### src/hdl/ioam_pkg.sv
package ioam_pkg;

   localparam int IN_FUNC_N = 9;
   localparam int IN_CIRC_N = 7;
   localparam int OUT_FUNC_N = 10;
   localparam int OUT_CIRC_N = 3;

   // Register byte offsets on the APB bus.
   localparam logic [11:0] INPUT_MAP_PARAM_A_OFS = 12'h000;
   localparam logic [11:0] INPUT_MAP_PARAM_B_OFS = 12'h004;
   localparam logic [11:0] INPUT_MAP_PARAM_C_OFS = 12'h008;
   localparam logic [11:0] INPUT_MAP_PARAM_D_OFS = 12'h00c;
   localparam logic [11:0] OUTPUT_MAP_PARAM_A_OFS = 12'h010;
   localparam logic [11:0] OUTPUT_MAP_PARAM_B_OFS = 12'h014;
   localparam logic [11:0] OUTPUT_MAP_PARAM_C_OFS = 12'h018;
   localparam logic [11:0] OUTPUT_MAP_PARAM_D_OFS = 12'h01c;
   localparam logic [11:0] OUTPUT_POLARITY_PARAM_OFS = 12'h020;
   localparam logic [11:0] INPUT_STATUS_OFS = 12'h024;
   localparam logic [11:0] OUTPUT_STATUS_OFS = 12'h028;

   // Reset values of the allocation words.
   localparam logic [15:0] INPUT_MAP_PARAM_A_RST = 16'h1000;
   localparam logic [15:0] INPUT_MAP_PARAM_B_RST = 16'h8802;
   localparam logic [15:0] INPUT_MAP_PARAM_C_RST = 16'h8888;
   localparam logic [15:0] INPUT_MAP_PARAM_D_RST = 16'h0008;
   localparam logic [15:0] OUTPUT_MAP_PARAM_RST = 16'h0000;
   localparam logic [2:0] OUTPUT_POLARITY_RST = 3'h0;

   // Input and output selector codes.
   localparam logic [3:0] IN_CODE_LAST_DIRECT = 4'h6;
   localparam logic [3:0] IN_CODE_FORCE_ON = 4'h7;
   localparam logic [3:0] IN_CODE_FORCE_OFF = 4'h8;
   localparam logic [3:0] IN_CODE_FIRST_INV = 4'h9;
   localparam logic [3:0] OUT_CODE_MAX = 4'h3;

   // Input functions, index 0 to 8: forward_travel_inhibit, reverse_travel_inhibit,
   // forward_ext_torque_limit, reverse_ext_torque_limit, homing_decel_switch,
   // ext_latch_in_1, ext_latch_in_2, ext_latch_in_3, forced_halt_in.
   // Nibble position 0 to 15 across the four input words, word A lowest.
   localparam logic [8:0][3:0] IN_NIB_POS =
      '{4'hc, 4'hb, 4'ha, 4'h9, 4'h8, 4'h7, 4'h6, 4'h4, 4'h3};
   localparam logic [8:0] IN_LOW_NAMED = 9'h0fc;
   localparam logic [8:0] IN_EDGE_EVAL = 9'h0e0;

   // Output functions, index 0 to 9: position_reached_out, speed_match_out,
   // motion_detect_out, drive_ready_out, torque_limit_hit_out, speed_limit_hit_out,
   // holding_brake_out, warning_out, near_target_out, maintenance_due_out.
   localparam logic [9:0][3:0] OUT_NIB_POS =
      '{4'hd, 4'h8, 4'h7, 4'h6, 4'h5, 4'h4, 4'h3, 4'h2, 4'h1, 4'h0};
   localparam logic [9:0] OUT_NEED_POS = 10'h001;
   localparam logic [9:0] OUT_NEED_SPD = 10'h002;

   // Status field positions.
   localparam int IN_STAT_FUNC_LSB = 16;
   localparam int OUT_STAT_CONTACT_LSB = 16;

   typedef enum logic [2:0]
   {
      MODE_POSITION = 3'b001,
      MODE_SPEED = 3'b010,
      MODE_TORQUE = 3'b100
   } ioam_mode_t;

   typedef struct packed
   {
      logic psel;
      logic penable;
      logic pwrite;
      logic [11:0] paddr;
      logic [31:0] pwdata;
   } ioam_apb_req_t;

   typedef struct packed
   {
      logic [31:0] prdata;
      logic pready;
      logic pslverr;
   } ioam_apb_rsp_t;

   typedef struct packed
   {
      logic [3:0][15:0] in_map;
      logic [3:0][15:0] out_map;
      logic [2:0] out_pol;
      logic [8:0] in_func;
      logic [2:0] contact_out;
      ioam_apb_rsp_t rsp;
   } ioam_state_t;

   localparam ioam_state_t ST_RST = '{
      in_map: {INPUT_MAP_PARAM_D_RST, INPUT_MAP_PARAM_C_RST,
               INPUT_MAP_PARAM_B_RST, INPUT_MAP_PARAM_A_RST},
      out_map: {4{OUTPUT_MAP_PARAM_RST}},
      out_pol: OUTPUT_POLARITY_RST,
      in_func: 9'h000,
      contact_out: 3'h0,
      rsp: '0};

endpackage

### src/hdl/ioam_in_sel.sv
`timescale 1ns/10ps
module ioam_in_sel import ioam_pkg::*;
(
   // Selector and contacts.
   input wire logic [3:0] code,
   input wire logic [IN_CIRC_N-1:0] contacts,
   // Function character.
   input wire logic low_named,
   input wire logic edge_eval,
   // Result.
   output logic asserted
);

   always_comb
   begin
      asserted = 1'b0;
      if (code <= IN_CODE_LAST_DIRECT)
      begin
         // A closed contact asserts a low-named function, an open one a high-named one.
         asserted = contacts[code[2:0]] ~^ low_named;
      end
      else if (code == IN_CODE_FORCE_ON)
      begin
         // An edge-evaluated function would never see an edge, so it stays quiet.
         asserted = ~edge_eval;
      end
      else if (code == IN_CODE_FORCE_OFF)
      begin
         asserted = 1'b0;
      end
      else
      begin
         asserted = ~(contacts[3'(code - IN_CODE_FIRST_INV)] ~^ low_named);
      end
   end

endmodule

### src/hdl/ioam_matrix.sv
`timescale 1ns/10ps
module ioam_matrix import ioam_pkg::*;
(
   // Clock and reset.
   input wire logic pclk,
   input wire logic presetn,
   // APB slave.
   input wire ioam_apb_req_t apb_req,
   output ioam_apb_rsp_t apb_rsp,
   // Control side.
   input wire ioam_mode_t ctrl_mode,
   input wire logic [OUT_FUNC_N-1:0] out_func_raw,
   output logic [IN_FUNC_N-1:0] in_func,
   // Connector side, 1 means contact closed.
   input wire logic [IN_CIRC_N-1:0] contact_in,
   output logic [OUT_CIRC_N-1:0] contact_out
);

   ioam_state_t st;
   ioam_state_t next_st;
   logic [63:0] in_all;
   logic [63:0] out_all;
   logic [IN_FUNC_N-1:0][3:0] in_code;
   logic [IN_FUNC_N-1:0] in_dec;
   logic [IN_FUNC_N-1:0] ref_c;
   logic [OUT_FUNC_N-1:0][1:0] out_code;
   logic [OUT_FUNC_N-1:0] out_live;
   logic [OUT_CIRC_N-1:0] out_or;
   logic setup;
   logic access;
   logic hit;
   logic [31:0] rdata;
   logic [3:0] wr_in;
   logic [3:0] wr_out;
   logic wr_pol;

   assign in_all = st.in_map;
   assign out_all = st.out_map;
   assign apb_rsp = st.rsp;
   assign in_func = st.in_func;
   assign contact_out = st.contact_out;

   for (genvar f = 0; f < IN_FUNC_N; f++)
   begin : g_in
      assign in_code[f] = in_all[{IN_NIB_POS[f], 2'h0} +: 4];
      // Every function that picks a circuit with the same code reads that one contact, so all of them with
      // the same IN_LOW_NAMED move together, and the others move opposite.
      ioam_in_sel u_sel
      (
         .code(in_code[f]),
         .contacts(contact_in),
         .low_named(IN_LOW_NAMED[f]),
         .edge_eval(IN_EDGE_EVAL[f]),
         .asserted(in_dec[f])
      );
      assign ref_c[f] = (in_code[f] <= IN_CODE_LAST_DIRECT) ? contact_in[in_code[f][2:0]]
                        : contact_in[3'(in_code[f] - IN_CODE_FIRST_INV)];
   end

   for (genvar f = 0; f < OUT_FUNC_N; f++)
   begin : g_out
      logic [3:0] raw_code;
      assign raw_code = out_all[{OUT_NIB_POS[f], 2'h0} +: 4];
      // Codes above 3 have no circuit and are taken as disabled.
      assign out_code[f] = (raw_code > OUT_CODE_MAX) ? 2'h0 : raw_code[1:0];
      assign out_live[f] = out_func_raw[f]
         & ~(OUT_NEED_POS[f] & (ctrl_mode != MODE_POSITION))
         & ~(OUT_NEED_SPD[f] & (ctrl_mode != MODE_SPEED));
   end

   for (genvar k = 0; k < OUT_CIRC_N; k++)
   begin : g_circ
      logic [OUT_FUNC_N-1:0] pick;
      for (genvar f = 0; f < OUT_FUNC_N; f++)
      begin : g_pick
         assign pick[f] = (out_code[f] == 2'(k + 1));
      end
      assign out_or[k] = |(pick & out_live);
   end

   assign setup = apb_req.psel & ~apb_req.penable;
   assign access = apb_req.psel & apb_req.penable & st.rsp.pready;

   always_comb
   begin
      rdata = 32'h0000_0000;
      hit = 1'b1;
      wr_in = 4'h0;
      wr_out = 4'h0;
      wr_pol = 1'b0;
      if (apb_req.paddr == INPUT_MAP_PARAM_A_OFS)
      begin
         rdata = {16'h0000, st.in_map[0]};
         wr_in[0] = 1'b1;
      end
      else if (apb_req.paddr == INPUT_MAP_PARAM_B_OFS)
      begin
         rdata = {16'h0000, st.in_map[1]};
         wr_in[1] = 1'b1;
      end
      else if (apb_req.paddr == INPUT_MAP_PARAM_C_OFS)
      begin
         rdata = {16'h0000, st.in_map[2]};
         wr_in[2] = 1'b1;
      end
      else if (apb_req.paddr == INPUT_MAP_PARAM_D_OFS)
      begin
         rdata = {16'h0000, st.in_map[3]};
         wr_in[3] = 1'b1;
      end
      else if (apb_req.paddr == OUTPUT_MAP_PARAM_A_OFS)
      begin
         rdata = {16'h0000, st.out_map[0]};
         wr_out[0] = 1'b1;
      end
      else if (apb_req.paddr == OUTPUT_MAP_PARAM_B_OFS)
      begin
         rdata = {16'h0000, st.out_map[1]};
         wr_out[1] = 1'b1;
      end
      else if (apb_req.paddr == OUTPUT_MAP_PARAM_C_OFS)
      begin
         rdata = {16'h0000, st.out_map[2]};
         wr_out[2] = 1'b1;
      end
      else if (apb_req.paddr == OUTPUT_MAP_PARAM_D_OFS)
      begin
         rdata = {16'h0000, st.out_map[3]};
         wr_out[3] = 1'b1;
      end
      else if (apb_req.paddr == OUTPUT_POLARITY_PARAM_OFS)
      begin
         rdata = {29'h0000_0000, st.out_pol};
         wr_pol = 1'b1;
      end
      else if (apb_req.paddr == INPUT_STATUS_OFS)
      begin
         rdata = {7'h00, st.in_func, 9'h000, contact_in};
      end
      else if (apb_req.paddr == OUTPUT_STATUS_OFS)
      begin
         rdata = {13'h0000, st.contact_out, 6'h00, out_live};
      end
      else
      begin
         hit = 1'b0;
      end
   end

   always_comb
   begin
      next_st = st;
      next_st.in_func = in_dec;
      // Inversion flips both states, so an idle inverted circuit sits closed.
      next_st.contact_out = out_or ^ st.out_pol;
      // Ready is raised for the access cycle only, giving every transfer one wait-free
      // access while keeping every bus output registered.
      next_st.rsp.pready = setup;
      if (setup)
      begin
         next_st.rsp.prdata = rdata;
         next_st.rsp.pslverr = ~hit;
      end
      if (access && apb_req.pwrite)
      begin
         for (int i = 0; i < 4; i++)
         begin
            if (wr_in[i])
            begin
               next_st.in_map[i] = apb_req.pwdata[15:0];
            end
            if (wr_out[i])
            begin
               next_st.out_map[i] = apb_req.pwdata[15:0];
            end
         end
         if (wr_pol)
         begin
            next_st.out_pol = apb_req.pwdata[2:0];
         end
      end
   end

   always_ff @(posedge pclk or negedge presetn)
   begin
      if (!presetn)
      begin
         st <= ST_RST;
      end
      else
      begin
         st <= next_st;
      end
   end

   for (genvar f = 0; f < IN_FUNC_N; f++)
   begin : g_in_chk

      if (f > 0 && IN_LOW_NAMED[f] == IN_LOW_NAMED[0])
      begin : g_share

      end
   end

   for (genvar k = 0; k < OUT_CIRC_N; k++)
   begin : g_out_chk
      for (genvar f = 0; f < OUT_FUNC_N; f++)
      begin : g_f

      end

   end
endmodule

### config.mk
export PLATFORM = sky130hd
export DESIGN_NAME = ioam_matrix
export DESIGN_NICKNAME = d
export VERILOG_FILES = /design/src/hdl/ioam_pkg.sv /design/src/hdl/ioam_in_sel.sv /design/src/hdl/ioam_matrix.sv
export SDC_FILE = /design/constraint.sdc
export NUM_CORES = 1
export LEC_CHECK = 0
export ABC_AREA = 1
export BUFFER_PORTS_ARGS = -buffer_cell sky130_fd_sc_hd__buf_4
export CAP_MARGIN = 0
export CORE_MARGIN = 4
export CORE_UTILIZATION = 25
export CTS_CLUSTER_SIZE = 16
export DETAILED_ROUTE_END_ITERATION = 6
export SETUP_SLACK_MARGIN = 0.5
export SYNTH_ARGS = -nofsm -noshare
export SYNTH_HDL_FRONTEND = slang
export SYNTH_SLANG_ARGS = --single-unit
### constraint.sdc
create_clock -name pclk -period 3.2 [get_ports pclk]
set_clock_uncertainty 0.2 [all_clocks]
set_input_delay 0.32 -clock pclk [delete_from_list [all_inputs] [get_ports pclk]]
set_output_delay 0.32 -clock pclk [all_outputs]
set_load 0.03 [all_outputs]
-- Yosys cells after proc, flatten, opt, wreduce, memory -nomap -nowiden
Index checks and enable logic that the tools add are counted.
- register bits: 177
- bits of input ports: 69
- output and inout port bits: 46
- word-level logic and storage cells: 278
- add/subtract/negate cells: 9
- magnitude comparators: 37
- eq/ne operators: 60
- mux-type cells: 122
- bitwise operators: 22
- reduce and logical (&&, ||, !) cells: 14
- operators by type and width (kind ; number):
    $mux W25 ; 7
    $mux W32 ; 3
    $mux W1 ; 75
    $lt A3 B4 Y1 const B ; 18
    $bmux W1 S3 ; 18
    $eq A12 B5 Y1 const B ; 4
    $eq A2 B2 Y1 const B ; 20
    $gt A4 B2 Y1 const B ; 10
    $eq A12 B6 Y1 const B ; 3
    $eq A4 B3 Y1 const B ; 9
    $eq A4 B4 Y1 const B ; 9
    $le A4 B3 Y1 const B ; 9
    $and A10 B10 Y10 ; 3
    $reduce_or A10 Y1 ; 3
    $sub A3 B1 Y3 const B ; 9
    $eq A12 B4 Y1 const B ; 2
    $mux W2 ; 12
    $eq A2 B1 Y1 const B ; 10
    $mux W19 ; 1
    $reduce_and A2 Y1 ; 9
    $mux W4 ; 4
    $not A1 Y1 ; 13
    $eq A12 B3 Y1 const B ; 1
    $logic_not A12 Y1 ; 1
    6 further kinds ; 11

-- Depth between registers and ports, before layout
- depth after elaboration: 14
- gate-level depth with buffers: 17
- gate-level depth less buffers: 16

-- Modules after synthesis
From an unflattened synthesis, not the netlist that was laid out.
- cell total of the unflattened synthesis: 1652
- area total of the unflattened synthesis: 11892.7 µm²
- by module, submodules not included (module ; times used ; cells each ; area each (µm²) ; seq. area each (µm²)):
    ioam_matrix ; 1 ; 1049 ; 8446.9 ; 4265.3
    ioam_in_sel ; 9 ; 67 ; 382.9 ; 0.0

-- Worst setup path before layout
OpenSTA, ideal clock, no wires.
- kind: register to register
- start point: reg st (netlist bit in_all[48])
- end point: reg st (netlist bit in_func[8])
- library setup time: 0.128 ns
- arrival: 1.730 ns
- data required time: 2.872 ns
- setup slack: 1.143 ns
- stages on the path, launching flop included: 9
- path buffers: 1
- period minus slack after synthesis: 2.057 ns
- path through: dfrtp_1 > clkbuf_1 > clkinv_1 > ha_1 > nor3_1 > a21oi_1 > a31o_2 > a31oi_1 > a21oi_1
- longest elaborated chain between the ends: 6
- elaborated cells on any way between the ends: 12
- those cells by class: add/sub: 1; order compare: 1; eq/ne: 2; mux: 7; bitwise: 1
- ends and longest elaborated chain (element ; line ; text):
    start, declared ; ioam_matrix.sv:19 ; ioam_state_t st;
    start signal, assigned ; ioam_matrix.sv:192 ; st <= next_st;
    $sub A3 B1 Y3 ; ioam_in_sel.sv:33 ; asserted = ~(contacts[3'(code - IN_CODE_FIRST_INV)] ~^ low_named);
    $bmux W1 S3 ; ioam_in_sel.sv:33 ;
    $mux W1 (not written as such) ; ioam_in_sel.sv:33 ;
    $mux W1 ; ioam_in_sel.sv:27 ; else if (code == IN_CODE_FORCE_OFF)
    $mux W1 ; ioam_in_sel.sv:22 ; else if (code == IN_CODE_FORCE_ON)
    $mux W1 * ; ioam_in_sel.sv:17 ; if (code <= IN_CODE_LAST_DIRECT)
    named net g_in[8].u_sel.asserted ; ioam_in_sel.sv:11 ; output logic asserted
Mark *: on every way through the listed nets, which the timed path passes. The rest lies on a longest branch. The select of a mux whose other input is x is not followed.
A chain may end at the register's enable or synchronous reset.

-- Worst setup path in the final report
- start point: reg st (netlist bit in_all[24])
- end point: reg st (netlist bit in_func[2])
- longest elaborated chain between the ends: 7
- elaborated cells on any way between the ends: 12
- those cells by class: add/sub: 1; order compare: 1; eq/ne: 2; mux: 7; bitwise: 1
- ends and longest elaborated chain (element ; line):
    $sub A3 B1 Y3 ; ioam_in_sel.sv:33
    $bmux W1 S3 ; ioam_in_sel.sv:33
    $mux W1 (not written as such) ; ioam_in_sel.sv:33
    $not A1 Y1 ; ioam_in_sel.sv:33
    $mux W1 ; ioam_in_sel.sv:27
    $mux W1 ; ioam_in_sel.sv:22
    $mux W1 * ; ioam_in_sel.sv:17
    named net g_in[2].u_sel.asserted ; ioam_in_sel.sv:11
Marks and branches as above.

==> run summary <==
outcome: finished with violations
failing checks: design-rule violations
vias in the first global route: 9230
Yosys top cell area share: 39.0%
num ports: 115
critical path type: reg -> reg
TritonCTS buffer count: 17
Reg-to-Reg End: in_func[2]$_DFF_PN0_
CTS Root Cell: clkbuf_16
Worst Setup End Kind: flip-flop
Yosys cell types: 45
All-Layer GR Usage: 15.1%
Post-synth EDFFs: 0
Critical-path top delay cell: dfrtp_1
DRC viols: 1
Worst setup SP type: flip-flop
Final Hold Viols: 0
P&R area growth vs syn: 15.2%
minimum clock period: 2.33 ns
total of max-cap violations: 0
RSZ-0062 raised after global routing: false
crit-path cells: inv_1, ha_1, o21ai_0, a21oi_1, a31oi_1, o211ai_1, a31oi_1
Mean Syn Cell Area: 7.33 um2
post-place setup slack: 0.553 ns
Worst Hold Class: in -> reg
clock-pin transition on the worst setup and hold timing paths: 0.07 ns
Die Footprint: 44700 um2
final worst slack: 0.869 ns
number of I/O port buffers: 91
Via-to-Cell Ratio: 4.85
GP Congestion: 0.925
first-pass GRT wire length: 52700 um
synth top area cells: dfrtp_1, nand2_1, o21ai_0
register area share after synthesis: 41.3%
Setup TNS: 0 ns
Crit path max-delay family: compound AO/OA/AOI/OAI gates
hold_ws: 0.102 ns
Rows: 74
pwr dens: 387 nW/um2
clk sink count: 170
initial antenna violation count: 1
layout cell share with drive strength beyond 1: 12.4%
Die Y: 211 um
Reg2Reg Setup Slack: 0.87 ns
grt ovf: 0
Gate Count Post-Synth: 1410
hold path startpoint: apb_req[10]
initial core utilization: 25.3%
Clock Latency Late Sink: 0.43 ns
Setup crit end: in_func[2]$_DFF_PN0_
crit path DAT: 2.42 ns
detailed-router iteration count before antenna repair: 7
Worst VDD drop: 0.354 mV
largest fanout on the critical path: 12
final wirelength: 34200 um
Crit path top cell by count: a31oi_1
max_slew headroom: 53.3%
TritonCTS clock tree: yes
post-DP HPWL: 25500 um
Core Util, Final: 29.2%
Nets: 1544
Core ar.: 40800 um2
Die W: 211 um
final setup fails: 0
Max Root-Sink Buffers: 2
Antenna Nets Post-Route: 0
final cycle utilization of the critical path: 72.8%
DR iter-0 viols: 874
Worst Setup SP: in_all[24]$_DFFE_PN0P_
fin. max-slew vios: 0
async set-reset flop share out of synthesis: 100%
R2R depth: 7
measured slew at the worst slew-check pin: 0.696 ns
fmax: 429 MHz
CTS H-Tree Depth: 4
largest net degree at the start of global routing: 66
Vias: 9642
Top FF cell, synth: dfrtp_1
WL/cell: 17.2 um
Critical Path Stages: 7
diode count: 0
Synth Register Bits: 170
worst r2r src: in_all[24]$_DFFE_PN0P_
Post-synth top cells: nand2_1, o21ai_0, dfrtp_1
count leader, synth: nand2_1
yosys warns: 0
critical path's largest stage delay: 0.54 ns
dominant cell type by area after synthesis: dfrtp_1
Leak: 0.00548 uW
CP required: 3.29 ns
fillers: 4371
Cell Area, Synth: 10300 um2
CP bufs+invs: 1
tightest hold or removal path, cell delays in order:
cell and delay [ns]:
buf_4 0.08, inv_1 0.13, o21ai_1 0.16
area by class of cell:
type	instances	area (um2)	share of cell area, %
multi-input cells	994	4940	41.5
well taps	532	666	5.59
clock inverters	12	141	1.19
clock buffers	20	447	3.75
inverters	146	548	4.60
flip-flops and latches	170	4270	35.8
repair buffers	115	895	7.51
metal layers:
layer	track usage (%)	wire length [um]	up-vias
li1	-	-	4670
met1	21.0	15400	4526
met2	22.6	14800	384
met3	4.10	2950	62
met4	5.58	1020	0
met5	0	0	-
per-stage QoR:
stage          instance area, um2  std cells  total power, uW
2_1_floorplan               10400       1416             2360
3_3_place_gp                11300       1956             2540
3_5_place_dp                11300       1956             2550
4_1_cts                     11900       1989             4650
5_1_grt                     11900       1989             4750
6_report                    11900       1989             4600
cells by family after synthesis:
logic type | synth area share, %
and+or+nand+nor | 25.3
AOI/OAI and AO/OA | 17.6
other | 0.0363
DFF | 41.3
xor gates and xnor gates | 0.932
buffers and inverters | 11.1
adders and majority gates | 3.75
state kept, by name (all words and copies together) (netlist names):
register	count
st	3
g_out.raw_code	40
apb_rsp	27
in_all	64
out_all	24
contact_out	3
in_func	9
placed cells by master (no fill, tap or decap), drive strengths merged, types with 2 or more instances in the layout:
| cell type | Yosys | routed |
|---|---|---|
| clkinvlp | 0 | 4 |
| o22ai | 6 | 6 |
| buf | 60 | 114 |
| bufinv | 0 | 2 |
| o32ai | 2 | 2 |
| a21oi | 57 | 57 |
| o2bb2ai | 2 | 2 |
| o2111ai | 2 | 2 |
| a311oi | 2 | 2 |
| xnor2 | 7 | 7 |
| nand3b | 2 | 2 |
| o31ai | 9 | 9 |
| xor2 | 4 | 4 |
| ha | 31 | 31 |
| nor2 | 79 | 79 |
| o21ai | 230 | 230 |
| inv | 141 | 144 |
| conb | 1 | 7 |
| dfstp | 9 | 9 |
| o211ai | 13 | 13 |
| nor3 | 24 | 24 |
| dfrtp | 161 | 161 |
| clkinv | 5 | 8 |
| nand2 | 391 | 391 |
| nand4 | 30 | 30 |
| nand3 | 79 | 79 |
| clkbuf | 46 | 20 |
| a31oi | 8 | 8 |
timing repair:
action	4_1_cts	5_1_grt
hold endpoints to repair	47	0
endpoints found under the setup margin	0	0
buffers inserted	0	0
hold buffers	1	0
gates resized for setup	0	0
power breakdown:
part	internal [uW]	switching (uW)	total, uW
Clock	1180	918	2100
Sequential	2160	8.78	2170
Combinational	92.0	242	334
worst min path at each step:
| stage | endpoint | depth (start not counted) |
|---|---|---|
| 5_1_grt | in_all[40]$_DFFE_PN0P_ | 3 |
| 2_1_floorplan | apb_rsp[0]$_DFFE_PN0P_ | 0 |
| 4_1_cts | in_all[58]$_DFFE_PN0P_ | 3 |
| 3_5_place_dp | apb_rsp[4]$_DFFE_PN0P_ | 1 |
| 6_report | in_all[58]$_DFFE_PN0P_ | 3 |
| 3_3_place_gp | out_all[63]$_DFFE_PN0P_ | 1 |
No activity file was read; power rests on OpenSTA's default activity.
